### src/common/sflt_defs.svh
// Purpose: Shared constants for the serial flash link and its host.
// Assumes: 20 MHz system clock, SPI mode 0 link clocked by the host.
// Notes: Cycle counts derive from the printed times; limits round up.
// Behaviour
// - Device launches on falling, samples on rising
// - Host captures device bit at next falling
// - Host drives on rising; device samples next rising
// - Read 0x0B clock at most 85/50 MHz
// - Read 0x03 clock at most 50/40 MHz
// - Read 0x1B clock at most 104/66 MHz
// - Page to buffer transfer within 180 us
// - Page to buffer compare within 180 us
// - Ultra-deep power-down entered within 3 us
// - Host wakes ultra-deep with 20 ns select low
// - Ultra-deep exit takes 100 us; host waits
// - Deep power-down entered within 2 us
// - Deep resume takes 35 us; host waits
// - Sector lockdown freeze within 200 us
// - Protection on within 1 us of WP low
// - Protection off within 1 us of WP high
// - Page erase and program within 35 ms
// - OTP register program within 500 us
`ifndef SFLT_DEFS_SVH
`define SFLT_DEFS_SVH

`define SFLT_CLK_MHZ 20
`define SFLT_SYNC_LAT 3
`define SFLT_TMR_W 20

`define SFLT_OP_RD_FAST 8'h0B
`define SFLT_OP_RD_SLOW 8'h03
`define SFLT_OP_RD_HIGH 8'h1B
`define SFLT_OP_STATUS 8'h05
`define SFLT_OP_XFER 8'h10
`define SFLT_OP_COMP 8'h11
`define SFLT_OP_EP 8'h12
`define SFLT_OP_OTP 8'h13
`define SFLT_OP_LOCK 8'h14
`define SFLT_OP_DPD 8'h20
`define SFLT_OP_RESUME 8'h21
`define SFLT_OP_UDPD 8'h22
`define SFLT_OP_WAKE 8'h00

`define SFLT_ST_RDY 7
`define SFLT_ST_LOCK 6
`define SFLT_ST_PROT 5
`define SFLT_ST_DPD 4

`define SFLT_FMAX_0B_HI 85
`define SFLT_FMAX_0B_FULL 50
`define SFLT_FMAX_03_HI 50
`define SFLT_FMAX_03_FULL 40
`define SFLT_FMAX_1B_HI 104
`define SFLT_FMAX_1B_FULL 66

`define SFLT_T_XFR_US 180
`define SFLT_T_COMP_US 180
`define SFLT_T_EUDPD_US 3
`define SFLT_T_XUDPD_US 100
`define SFLT_T_EDPD_US 2
`define SFLT_T_RDPD_US 35
`define SFLT_T_LOCK_US 200
`define SFLT_T_EP_MS 35
`define SFLT_T_OTP_US 500
`define SFLT_T_CSLU_NS 20
`define SFLT_T_CSH_NS 30

`define SFLT_CYC_XFR (`SFLT_T_XFR_US * `SFLT_CLK_MHZ)
`define SFLT_CYC_COMP (`SFLT_T_COMP_US * `SFLT_CLK_MHZ)
`define SFLT_CYC_EUDPD (`SFLT_T_EUDPD_US * `SFLT_CLK_MHZ)
`define SFLT_CYC_XUDPD (`SFLT_T_XUDPD_US * `SFLT_CLK_MHZ)
`define SFLT_CYC_EDPD (`SFLT_T_EDPD_US * `SFLT_CLK_MHZ)
`define SFLT_CYC_RDPD (`SFLT_T_RDPD_US * `SFLT_CLK_MHZ)
`define SFLT_CYC_LOCK (`SFLT_T_LOCK_US * `SFLT_CLK_MHZ)
`define SFLT_CYC_EP (`SFLT_T_EP_MS * 1000 * `SFLT_CLK_MHZ)
`define SFLT_CYC_OTP (`SFLT_T_OTP_US * `SFLT_CLK_MHZ)
`define SFLT_CYC_CSLU ((`SFLT_T_CSLU_NS * `SFLT_CLK_MHZ + 999) / 1000)
`define SFLT_CYC_CSH ((`SFLT_T_CSH_NS * `SFLT_CLK_MHZ + 999) / 1000)

`endif

### src/common/sflt_pkg.sv
// Purpose: Types shared by both link ends.
// Assumes: Constants come from sflt_defs.svh.
// Notes: One-hot state codes.
package sflt_pkg;
   typedef logic [7:0] sflt_byte_t;
   typedef enum logic [2:0] {
      PW_ACT = 3'b001,
      PW_DPD = 3'b010,
      PW_UDPD = 3'b100
   } sflt_pwr_e;
   typedef enum logic [2:0] {
      H_IDLE = 3'b001,
      H_WAKE = 3'b010,
      H_SHIFT = 3'b100
   } sflt_hst_e;
endpackage

### src/common/sflt_link_if.sv
// Purpose: Pins between host and flash device.
// Assumes: Device data line has a pull-up when not driven.
// Notes: No clocking block; the host makes the link clock.
`timescale 1ns/1ps
interface sflt_link_if;
   logic sck;
   logic cs_n;
   logic mosi;
   logic wp_n;
   logic miso_drv;
   logic miso_oe;
   logic miso;
   assign miso = miso_oe ? miso_drv : 1'b1;
   modport host (output sck, output cs_n, output mosi, output wp_n, input miso);
   modport dev (input sck, input cs_n, input mosi, input wp_n, output miso_drv, output miso_oe);
endinterface

### src/rtl/sflt_fifo.sv
// Purpose: Read data buffer between user logic and the link.
// Assumes: Depth is a power of two.
// Notes: Extra pointer bit separates full from empty.
`timescale 1ns/1ps
module sflt_fifo #(
   parameter int unsigned WIDTH = 8,
   parameter int unsigned DEPTH = 16
) (
   input wire logic clock_i,
   input wire logic sys_rst_i,
   input wire logic in_valid_i,
   output logic in_ready_o,
   input wire logic [WIDTH-1:0] in_data_i,
   output logic out_valid_o,
   input wire logic out_ready_i,
   output logic [WIDTH-1:0] out_data_o
);
   localparam int unsigned AW = $clog2(DEPTH);
   if (DEPTH < 2 || (1 << AW) != DEPTH || WIDTH < 1) begin : g_chk
      $error("sflt_fifo: depth must be a power of two");
   end
   logic [WIDTH-1:0] mem [DEPTH];
   logic [AW:0] wr_ptr;
   logic [AW:0] rd_ptr;
   logic full;
   assign full = (wr_ptr[AW] != rd_ptr[AW]) && (wr_ptr[AW-1:0] == rd_ptr[AW-1:0]);
   assign in_ready_o = ~full;
   assign out_valid_o = wr_ptr != rd_ptr;
   assign out_data_o = mem[rd_ptr[AW-1:0]];
   always_ff @(posedge clock_i) begin
      if (in_valid_i && !full) begin
         mem[wr_ptr[AW-1:0]] <= in_data_i;
      end
   end
   always_ff @(posedge clock_i) begin
      if (sys_rst_i) begin
         wr_ptr <= '0;
      end else if (in_valid_i && !full) begin
         wr_ptr <= wr_ptr + 1'b1;
      end
   end
   always_ff @(posedge clock_i) begin
      if (sys_rst_i) begin
         rd_ptr <= '0;
      end else if (out_ready_i && out_valid_o) begin
         rd_ptr <= rd_ptr + 1'b1;
      end
   end
endmodule

### src/rtl/sflt_dev.sv
// Purpose: Flash device end: serial shifter, power states, op timers.
// Assumes: Mode 0 link; link pins come from another domain.
// Notes: Timers run at their maximum, less the pin sync latency.
`timescale 1ns/1ps
`include "sflt_defs.svh"
module sflt_dev #(
   parameter int unsigned EP_CYC = `SFLT_CYC_EP,
   parameter int unsigned OTP_CYC = `SFLT_CYC_OTP,
   parameter int unsigned FIFO_DEPTH = 16
) (
   input wire logic clock_i,
   input wire logic sys_rst_i,
   sflt_link_if.dev link,
   input wire logic rd_valid_i,
   output logic rd_ready_o,
   input wire logic [7:0] rd_data_i,
   output logic busy_o,
   output logic prot_o,
   output logic locked_o,
   output logic [2:0] pwr_o,
   output logic op_done_o,
   output logic [7:0] op_code_o
);
   if (EP_CYC <= `SFLT_SYNC_LAT || EP_CYC >= (1 << `SFLT_TMR_W)
       || OTP_CYC <= `SFLT_SYNC_LAT || OTP_CYC >= (1 << `SFLT_TMR_W)) begin : g_chk
      $error("sflt_dev: timer counts out of range");
   end

   function automatic logic [`SFLT_TMR_W-1:0] ld(input int unsigned c);
      ld = `SFLT_TMR_W'(c - `SFLT_SYNC_LAT);
   endfunction

   logic [1:0] sck_s;
   logic [1:0] cs_s;
   logic [1:0] mosi_s;
   logic [1:0] wp_s;
   logic sck_q;
   logic cs_q;
   logic mosi_q;
   logic rise;
   logic fall;
   logic cs_fall;
   logic cs_rise;
   logic [2:0] bitc;
   logic have_op;
   sflt_pkg::sflt_byte_t rx_sr;
   sflt_pkg::sflt_byte_t opcode;
   sflt_pkg::sflt_byte_t tx_sr;
   sflt_pkg::sflt_byte_t status;
   sflt_pkg::sflt_byte_t fifo_data;
   logic fifo_valid;
   logic pop;
   logic is_read;
   logic load;
   logic go;
   sflt_pkg::sflt_pwr_e pwr;
   logic [`SFLT_TMR_W-1:0] tmr;
   sflt_pkg::sflt_byte_t pend;

   // Two flops per pin; logic reads the second stage, plus a one-cycle delayed copy of it for every pin but WP
   // Host moves data at the rise itself, so the bit taken is the one held before it
   always_ff @(posedge clock_i) begin
      if (sys_rst_i) begin
         sck_s <= 2'h0;
         cs_s <= 2'h3;
         mosi_s <= 2'h0;
         wp_s <= 2'h3;
         sck_q <= 1'b0;
         cs_q <= 1'b1;
         mosi_q <= 1'b0;
      end else begin
         sck_s <= {sck_s[0], link.sck};
         cs_s <= {cs_s[0], link.cs_n};
         mosi_s <= {mosi_s[0], link.mosi};
         wp_s <= {wp_s[0], link.wp_n};
         sck_q <= sck_s[1];
         cs_q <= cs_s[1];
         mosi_q <= mosi_s[1];
      end
   end

   assign rise = ~cs_s[1] & sck_s[1] & ~sck_q;
   assign fall = ~cs_s[1] & ~sck_s[1] & sck_q;
   assign cs_fall = ~cs_s[1] & cs_q;
   assign cs_rise = cs_s[1] & ~cs_q;
   assign busy_o = tmr != '0;
   assign is_read = opcode == `SFLT_OP_RD_FAST || opcode == `SFLT_OP_RD_SLOW
                    || opcode == `SFLT_OP_RD_HIGH;
   assign load = fall & have_op & (bitc == 3'h0);
   assign pop = load & is_read & (pwr == sflt_pkg::PW_ACT);
   assign pwr_o = pwr;

   // Incoming bits are taken on the rising link edge
   always_ff @(posedge clock_i) begin
      if (sys_rst_i || cs_fall) begin
         bitc <= 3'h0;
         have_op <= 1'b0;
         rx_sr <= 8'h00;
         opcode <= 8'h00;
      end else if (rise) begin
         rx_sr <= {rx_sr[6:0], mosi_q};
         bitc <= bitc + 3'h1;
         if (bitc == 3'h7 && !have_op) begin
            opcode <= {rx_sr[6:0], mosi_q};
            have_op <= 1'b1;
         end
      end
   end

   always_comb begin
      status = 8'h00;
      status[`SFLT_ST_RDY] = ~busy_o;
      status[`SFLT_ST_LOCK] = locked_o;
      status[`SFLT_ST_PROT] = prot_o;
      status[`SFLT_ST_DPD] = pwr == sflt_pkg::PW_DPD;
   end

   // Outgoing bits change only on the falling link edge
   // Line flop loads with the shifter; one more stage would let a bit move after the next rise
   always_ff @(posedge clock_i) begin
      if (sys_rst_i || cs_fall) begin
         tx_sr <= 8'h00;
         link.miso_drv <= 1'b0;
      end else if (load) begin
         if (opcode == `SFLT_OP_STATUS && pwr != sflt_pkg::PW_UDPD) begin
            tx_sr <= status;
            link.miso_drv <= status[7];
         end else if (pop && fifo_valid) begin
            tx_sr <= fifo_data;
            link.miso_drv <= fifo_data[7];
         end else begin
            tx_sr <= 8'h00;
            link.miso_drv <= 1'b0;
         end
      end else if (fall) begin
         tx_sr <= {tx_sr[6:0], 1'b0};
         link.miso_drv <= tx_sr[6];
      end
   end

   always_ff @(posedge clock_i) begin
      if (sys_rst_i) begin
         link.miso_oe <= 1'b0;
      end else begin
         link.miso_oe <= ~cs_s[1] & (pwr != sflt_pkg::PW_UDPD);
      end
   end

   // Ignored while busy; only resume is heard in deep power-down
   assign go = cs_rise & have_op & ~busy_o
               & (((pwr == sflt_pkg::PW_ACT) & (opcode != `SFLT_OP_RESUME))
                  | ((pwr == sflt_pkg::PW_DPD) & (opcode == `SFLT_OP_RESUME)));

   always_ff @(posedge clock_i) begin
      if (sys_rst_i) begin
         tmr <= '0;
         pend <= `SFLT_OP_WAKE;
      end else if (tmr != '0) begin
         tmr <= tmr - 1'b1;
      end else if (pwr == sflt_pkg::PW_UDPD && cs_fall) begin
         tmr <= ld(`SFLT_CYC_XUDPD);
         pend <= `SFLT_OP_WAKE;
      end else if (go) begin
         pend <= opcode;
         unique case (opcode)
            `SFLT_OP_XFER: tmr <= ld(`SFLT_CYC_XFR);
            `SFLT_OP_COMP: tmr <= ld(`SFLT_CYC_COMP);
            `SFLT_OP_UDPD: tmr <= ld(`SFLT_CYC_EUDPD);
            `SFLT_OP_DPD: tmr <= ld(`SFLT_CYC_EDPD);
            `SFLT_OP_RESUME: tmr <= ld(`SFLT_CYC_RDPD);
            `SFLT_OP_LOCK: tmr <= ld(`SFLT_CYC_LOCK);
            `SFLT_OP_EP: tmr <= ld(EP_CYC);
            `SFLT_OP_OTP: tmr <= ld(OTP_CYC);
            default: tmr <= '0;
         endcase
      end
   end

   // Effects land as the timer expires
   always_ff @(posedge clock_i) begin
      if (sys_rst_i) begin
         pwr <= sflt_pkg::PW_ACT;
         locked_o <= 1'b0;
         op_done_o <= 1'b0;
         op_code_o <= 8'h00;
      end else begin
         op_done_o <= 1'b0;
         if (tmr == `SFLT_TMR_W'(1)) begin
            op_done_o <= 1'b1;
            op_code_o <= pend;
            unique case (pend)
               `SFLT_OP_UDPD: pwr <= sflt_pkg::PW_UDPD;
               `SFLT_OP_DPD: pwr <= sflt_pkg::PW_DPD;
               `SFLT_OP_RESUME, `SFLT_OP_WAKE: pwr <= sflt_pkg::PW_ACT;
               `SFLT_OP_LOCK: locked_o <= 1'b1;
               default: pwr <= pwr;
            endcase
         end
      end
   end

   // Sync delay is three cycles, well inside one microsecond
   always_ff @(posedge clock_i) begin
      if (sys_rst_i) begin
         prot_o <= 1'b0;
      end else begin
         prot_o <= ~wp_s[1];
      end
   end

   // Read data waits here; a stalled link backs up to the producer
   sflt_fifo #(
      .WIDTH(8),
      .DEPTH(FIFO_DEPTH)
   ) u_fifo (
      .clock_i(clock_i),
      .sys_rst_i(sys_rst_i),
      .in_valid_i(rd_valid_i),
      .in_ready_o(rd_ready_o),
      .in_data_i(rd_data_i),
      .out_valid_o(fifo_valid),
      .out_ready_i(pop),
      .out_data_o(fifo_data)
   );
endmodule

### src/flat_wrapper.sv
// flat-port wrapper written by rule: the top's interface ports become plain ports
module sflt_dev_flat 
#(
   parameter int unsigned EP_CYC = `SFLT_CYC_EP,
   parameter int unsigned OTP_CYC = `SFLT_CYC_OTP,
   parameter int unsigned FIFO_DEPTH = 16
)
  (clock_i, sys_rst_i, rd_valid_i, rd_ready_o, rd_data_i, busy_o, prot_o, locked_o, pwr_o, op_done_o, op_code_o, link_sck, link_cs_n, link_mosi, link_wp_n, link_miso_drv, link_miso_oe);
  sflt_link_if link_i ();
  input wire logic clock_i;
  input wire logic sys_rst_i;
  input wire logic rd_valid_i;
  output logic rd_ready_o;
  input wire logic [7:0] rd_data_i;
  output logic busy_o;
  output logic prot_o;
  output logic locked_o;
  output logic [2:0] pwr_o;
  output logic op_done_o;
  output logic [7:0] op_code_o;
  input wire logic [$bits(link_i.sck)-1:0] link_sck;
  input wire logic [$bits(link_i.cs_n)-1:0] link_cs_n;
  input wire logic [$bits(link_i.mosi)-1:0] link_mosi;
  input wire logic [$bits(link_i.wp_n)-1:0] link_wp_n;
  output wire logic [$bits(link_i.miso_drv)-1:0] link_miso_drv;
  output wire logic [$bits(link_i.miso_oe)-1:0] link_miso_oe;
  assign link_i.sck = link_sck;
  assign link_i.cs_n = link_cs_n;
  assign link_i.mosi = link_mosi;
  assign link_i.wp_n = link_wp_n;
  assign link_miso_drv = link_i.miso_drv;
  assign link_miso_oe = link_i.miso_oe;
  sflt_dev #(.EP_CYC(EP_CYC), .OTP_CYC(OTP_CYC), .FIFO_DEPTH(FIFO_DEPTH)) u_core (.clock_i(clock_i), .sys_rst_i(sys_rst_i), .link(link_i), .rd_valid_i(rd_valid_i), .rd_ready_o(rd_ready_o), .rd_data_i(rd_data_i), .busy_o(busy_o), .prot_o(prot_o), .locked_o(locked_o), .pwr_o(pwr_o), .op_done_o(op_done_o), .op_code_o(op_code_o));
endmodule
### config.mk
export PLATFORM = sky130hd
export DESIGN_NAME = sflt_dev_flat
export DESIGN_NICKNAME = d
export VERILOG_FILES = /design/src/common/sflt_pkg.sv /design/src/common/sflt_link_if.sv /design/src/rtl/sflt_fifo.sv /design/src/rtl/sflt_dev.sv /design/src/flat_wrapper.sv
export VERILOG_INCLUDE_DIRS = /design/src /design/src/common
export SDC_FILE = /design/constraint.sdc
export NUM_CORES = 1
export LEC_CHECK = 0
export ABC_AREA = 1
export BUFFER_PORTS_ARGS = -buffer_cell sky130_fd_sc_hd__buf_2
export CAP_MARGIN = 25
export CORE_ASPECT_RATIO = 0.8
export CORE_MARGIN = 4
export CORE_UTILIZATION = 40
export DETAILED_ROUTE_END_ITERATION = 16
export PLACE_DENSITY = 0.57
export SETUP_SLACK_MARGIN = 0.1
export SLEW_MARGIN = 10
export SYNTH_ARGS = -nofsm -noshare
export SYNTH_HDL_FRONTEND = slang
export SYNTH_SLANG_ARGS = --single-unit
export TNS_END_PERCENT = 50
### constraint.sdc
create_clock -name clock_i -period 1.9 [get_ports clock_i]
set_input_delay 0 -clock clock_i [delete_from_list [all_inputs] [get_ports clock_i]]
set_output_delay 0 -clock clock_i [all_outputs]
set_load 0.01 [all_outputs]
# Word level (Yosys, flattened, before mapping)
# Memory sizes are Yosys's and may differ from the RTL's. A register that Yosys moved wholly into a read port is not among the register bits.
# Cells that the tools add are included.
[classes] n_addsub=4 eq_ne=26 n_mux=20 bitwise_logic=24 reduce_logical=24
[op_table] operator="one-hot mux 20 bit (7 select lines)" count=1
[op_table] operator="two-way mux 20 bit" count=3
[op_table] operator="equality test 8 x 5 -> 1 bit (second input constant)" count=7
[op_table] operator="equality test 8 x 6 -> 1 bit (second input constant)" count=6
[op_table] operator="two-way mux 7 bit" count=4
[op_table] operator="equality test 20 x 1 -> 1 bit (second input constant)" count=1
[op_table] operator="nonzero test 20 bit" count=1
[op_table] operator="subtractor 20 x 1 -> 20 bit (second input constant)" count=1
[op_table] operator="AND 1 bit" count=16
[op_table] operator="two-way mux 8 bit" count=2
[op_table] operator="adder 5 x 1 -> 5 bit (second input constant)" count=2
[op_table] operator="one-hot mux 3 bit (3 select lines)" count=1
[op_table] operator="equality test 8 x 2 -> 1 bit (second input constant)" count=1
[op_table] operator="equality test 8 x 3 -> 1 bit (second input constant)" count=1
[op_table] operator="equality test 8 x 4 -> 1 bit (second input constant)" count=1
[op_table] operator="zero test 8 bit" count=1
[op_table] operator="two-way mux 4 bit" count=2
[op_table] operator="inequality test 8 x 6 -> 1 bit (second input constant)" count=1
[op_table] operator="AND reduction 2 bit" count=4
[op_table] operator="two-way mux 1 bit" count=7
[op_table] operator="NOT 1 bit" count=7
[op_table] operator="equality test 3 bit (second input constant)" count=2
[op_table] operator="logical AND 1 bit" count=6
[op_table] operator="nonzero test 3 bit" count=2
[op_table] operator="other kinds (13)" count=18
[word_totals] reg_bits=91 mem_bits_rw=128 inputBits=15 out_inout_bits=18 word_cells=122 n_memories=1
[memory_table] name="u_core.u_fifo.mem" depth=16 word_bits=8 rd=1 rd_ports_with_merged_regs=1 write_ports=1 line_no="sflt_fifo.sv:22" text="logic [WIDTH-1:0] mem [DEPTH];"

# Longest topological paths before layout
[depth] ltp_word=11 ltp_mapped=12 depth_no_buf=12

# Hierarchy
# A second synthesis with hierarchy kept.
[hier_totals] hier_cells=1095 hier_area_um2=10020.9
[modules_own_cells] mod="sflt_fifo" instances=1 cells_per_inst=533 area_per_inst_um2=6000.8 seq_area_each_um2=4124.0
[modules_own_cells] mod="sflt_dev" instances=1 cells_per_inst=562 area_per_inst_um2=4020.1 seq_area_each_um2=1621.6

# Least setup slack after synthesis
# OpenSTA, ideal clock, no wires.
[synth_timing] path_kind="register -> register" from="register u_core.u_fifo.wr_ptr[0]" to="memory u_core.u_fifo.mem[11][0] (enable)" setup_time_ns=0.370 arrival_ns=1.486 t_required_ns=1.530 path_slack_ns=0.044 stages_incl_launch_ff=10 n_path_buf=0 synth_period_minus_slack_ns=1.856 cell_sequence="dfxtp_1 inv_1 nand2_1 nand2_1 nor2_1 nand3b_1 nand2_1 inv_2 nand3_1 nor2_1"
[synth_via] elab_chain_cells=6
[synth_lines] item="from (decl)" line_no="sflt_fifo.sv:23" text="logic [AW:0] wr_ptr;"
[synth_lines] item="from (signal assigned)" line_no="sflt_fifo.sv:39" text="wr_ptr <= wr_ptr + 1'b1;"
[synth_lines] item="equality test 4 bit" line_no="sflt_fifo.sv:26" text="assign full = (wr_ptr[AW] != rd_ptr[AW]) && (wr_ptr[AW-1:0] == rd_ptr[AW-1:0]);"
[synth_lines] item="logical AND 1 bit" line_no="sflt_fifo.sv:26"
[synth_lines] item="zero test 1 bit" line_no="sflt_fifo.sv:31" text="if (in_valid_i && !full) begin"
[synth_lines] item="logical AND 1 bit" line_no="sflt_fifo.sv:31"
[synth_lines] item="two-way mux 1 bit" line_no="sflt_fifo.sv:31"
[synth_lines] item="two-way mux 1 bit (not written as such)" line_no="sflt_fifo.sv:32" text="mem[wr_ptr[AW-1:0]] <= in_data_i;"
[synth_lines] item="to (decl)" line_no="sflt_fifo.sv:22"
# Parallel ways exist; a longest one is shown, timed or not.

# Worst setup path after layout
[layout_timing] from="register u_core.tmr[1]" to="register u_core.tmr[19]"
[layout_via] elab_chain_cells=5 elab_cells_between_ends=7 cone_classes="add/sub (1); mux (1); bitwise (3); reduce/logical (2)"
[layout_lines] item="from (decl)" line_no="sflt_dev.sv:57" text="logic [`SFLT_TMR_W-1:0] tmr;"
[layout_lines] item="from (signal assigned)" line_no="sflt_dev.sv:159" text="tmr <= tmr - 1'b1;"
[layout_lines] item="from (signal assigned)" line_no="sflt_dev.sv:161" text="tmr <= ld(`SFLT_CYC_XUDPD);"
[layout_lines] item="from (signal assigned)" line_no="sflt_dev.sv:166" text="`SFLT_OP_XFER: tmr <= ld(`SFLT_CYC_XFR);"
[layout_lines] item="parallel branches: the longest is 5 deep, another holds subtractor 20 x 1 -> 20 bit"
# Parallel ways; which one is timed is not known.
# A chain may end at the register's enable or synchronous reset.

==> metrics.md <==
| Metric | Value |
|---|---|
| Startpoint types | `register` |
| Static Leak | `4.74 nW` |
| Drt first-iter violations | `787` |
| Final instance area | `11700 µm²` |
| Row count | `50` |
| Final setup fails | `0` |
| Fmax | `0.565 GHz` |
| Finished Layout Cells | `1503` |
| Area Growth Syn to Fin | `20.3%` |
| Drt drc | `0` |
| Antenna Nets Post-Route | `0` |
| WL final | `24.8 mm` |
| Sequential area share after synthesis | `0.589` |
| Post-route minimum period | `1.77 ns` |
| Worst slew pin tran | `0.622 ns` |
| Starting Density | `0.412` |
| Syn Area/Cell | `9.06 µm²` |
| CTS sink cnt | `223` |
| Hold Slack | `0.372 ns` |
| Share of layout cells above drive strength 1 | `0.193` |
| First-pass GRT wire length | `38.9 mm` |
| Die H | `148 µm` |
| Placed cell area | `10600 µm²` |
| IO buf count | `32` |
| Filler cells | `2239` |
| Total CTS buffers | `24` |
| Inst Count DP | `1436` |
| Vias after detailed routing | `7550` |
| Yosys reg bits | `223` |
| PwrDens | `1080 nW/µm²` |
| Hold Path Sink | `u_core.sck_s[1]$_SDFF_PP0_` |
| Grt ovf | `0` |
| Crit path kind | `reg -> reg` |
| Initial antenna violation count | `0` |
| CTS clk-pin slew, worst paths | `0.06 ns` |
| Clock tree from TritonCTS | `done` |
| H-tree levels | `1` |
| Root buf cell | `clkbuf_16` |
| Number of global-route vias before repair | `6917` |
| Syn_nets | `1102` |
| Die footprint | `27000 µm²` |
| Crit path required time | `2.31 ns` |
| Final Total Pwr | `12.6 mW` |
| CP Capture Type | `register` |
| Skew-Pair Late Insertion Delay | `0.52 ns` |
| Status | `complete, no violations` |
| RSZ-0062 raised after global routing | `true` |
| HPWL after detailed placement | `17.0 mm` |
| DR pass1 iterations | `5` |
| IO Count | `33` |
| Ys flop type | `edfxtp_1` |
| Critical Path Fanout Max | `11` |
| Synth cell types | `40` |
| Largest net degree at the start of global routing | `41` |
| Total global-route track usage | `0.180` |
| Register-to-Register Path Depth | `11` |
| Final nets | `1198` |
| GP Congestion | `0.910` |
| Slack of the worst reg-to-reg path | `0.13 ns` |
| Synth Cell Area | `9760 µm²` |
| VDD IR max | `0.728 mV` |
| Number of max-cap violations | `0` |
| Final clock period utilization by the worst path | `0.932` |
| Final Hold Viols | `0` |
| # diodes | `0` |
| Hold Crit Depth | `3` |
| Core area | `23700 µm²` |
| Max-slew violations | `0` |
| Die width | `183 µm` |
| Worst reg2reg endpoint | `u_core.tmr[19]$_SDFFE_PP0P_` |
| Synth Instances | `1077` |
| Worst path arrival time | `2.18 ns` |
| HP Start | `sys_rst_i` |
| Maximum clock path buffer count | `3` |
| Worst min path class | `in -> reg` |
| Max-slew headroom | `0.580` |
| Post-synth EDFFs | `128` |
| RR Startpoint | `u_core.tmr[1]$_SDFFE_PP0P_` |
| Drt wl/cell | `16.5 µm` |
| Via/cell ratio | `5.02` |
| Syn. warnings | `0` |
| Async set-reset flop share out of synthesis | `0` |
| Clock skew | `0.0233 ns` |
-- how the worst max path moves through the flow --
stage / slack [ns] / depth (start not counted) / startpoint / end
2_1_floorplan: 0.04 / 9 / u_core.u_fifo.wr_ptr[0]$_SDFFE_PP0P_ / u_core.u_fifo.mem[11][0]$_DFFE_PP_
3_5_place_dp: -0.02 / 9 / u_core.u_fifo.rd_ptr[2]$_SDFFE_PP0N_ / u_core.u_fifo.mem[9][0]$_DFFE_PP_
4_1_cts: -0.03 / 9 / u_core.u_fifo.rd_ptr[2]$_SDFFE_PP0N_ / u_core.u_fifo.mem[4][5]$_DFFE_PP_
6_report: 0.13 / 11 / u_core.tmr[1]$_SDFFE_PP0P_ / u_core.tmr[19]$_SDFFE_PP0P_
3_3_place_gp: -0.01 / 9 / u_core.u_fifo.wr_ptr[1]$_SDFFE_PP0P_ / u_core.u_fifo.mem[9][2]$_DFFE_PP_
5_1_grt: 0.004 / 11 / u_core.u_fifo.rd_ptr[2]$_SDFFE_PP0N_ / u_core.u_fifo.mem[14][0]$_DFFE_PP_
-- timing repair --
item	4_1_cts	5_1_grt
setup endpoints to repair	92	148
setup buffers	2	3
resized for setup	12	33
endpoints found under the hold margin	141	0
hold buffers	18	0
pin swaps	3	5
-- layer usage --
layer / wire [µm] / vias to the layer above / global-route usage / part of all wire
li1: - / 3784 / - / -
met1: 12900 / 3519 / 0.297 / 0.52
met2: 9980 / 215 / 0.249 / 0.40
met3: 1530 / 32 / 0.0253 / 0.061
met4: 431 / 0 / 0.0349 / 0.017
met5: 0 / - / 0 / 0
-- layout make-up --
class	instances	area, µm²	share of cell area
Multi-Input combinational cell	709	3540	0.301
Inverter	106	420	0.0358
Sequential cell	223	5750	0.490
Clock inverter	9	80.1	0.00682
Timing Repair Buffer	109	857	0.0730
Clock buffer	35	709	0.0604
Tap cell	312	390	0.0332
-- registers in the layout, indices dropped and copies added (netlist names), 5 cells and up, named ones only --
signal	flops
u_core.op_code_o	8
u_core.opcode	8
u_core.pend	8
u_core.rx_sr	7
u_core.tmr	20
u_core.tx_sr	7
u_core.u_fifo.mem	128
u_core.u_fifo.rd_ptr	5
u_core.u_fifo.wr_ptr	5
-- cell usage in the layout, fill, tap and decap left out, types with 5 or more instances in the layout --
master	n
edfxtp_1	128
ha_1	9
a21oi_2	8
nand4_1	6
nand2_2	14
buf_2	32
nand3_1	164
inv_2	25
buf_12	5
o21ai_0	44
nand2_1	236
inv_1	78
nor2_4	10
xor2_1	6
nand3_2	12
o21ai_1	7
or2_2	5
clkinv_2	6
nor2_2	10
a21oi_1	37
dfxtp_1	91
nor2_1	104
clkbuf_16	25
dlygate4sd3_1	18
nor3_1	10
buf_4	51
-- power breakdown --
part	switching, mW	internal [mW]
registers	0.200	5.35
logic	1.54	0.946
clock network	1.86	2.73
-- cell usage after synthesis (22+ instances only) --
cell type / n / area, µm²
nand2_1: 242 / 908
nand3_1: 166 / 831
edfxtp_1: 128 / 3840
nor2_1: 119 / 447
dfxtp_1: 95 / 1900
inv_1: 82 / 308
o21ai_0: 48 / 240
a21oi_1: 37 / 185
clkbuf_1: 25 / 93.8
inv_2: 22 / 82.6
-- worst max-delay path, cell delays in order, from the launching register on --
cell,delay [ns]
dfxtp_1,0.33
inv_2,0.09
ha_4,0.15
nand2_4,0.07
nor2_8,0.15
nand3_4,0.11
buf_4,0.17
nor2_4,0.20
nand2_1,0.12
buf_12,0.17
nand3_1,0.08
inv_1,0.04
-- per-stage QoR --
stage               setup TNS, ns   util  setup WS (ns)
floorplan                       0      -         0.0442
global placement          -0.0947  0.448        -0.0120
detailed placement         -0.185  0.448        -0.0171
CTS                        -0.238  0.491        -0.0272
global route                    0  0.495        0.00415
finish                          0  0.495          0.129
-- cells by family after synthesis --
logic type / Yosys count / share of synthesized area
AOI/OAI and AO/OA: 108 / 0.0618
buffers and inverters: 145 / 0.0602
adders and majority gates: 10 / 0.0128
DFF: 223 / 0.589
xor gates and xnor gates: 9 / 0.00808
and+or+nand+nor: 582 / 0.269
No activity file was read; power rests on OpenSTA's default activity.
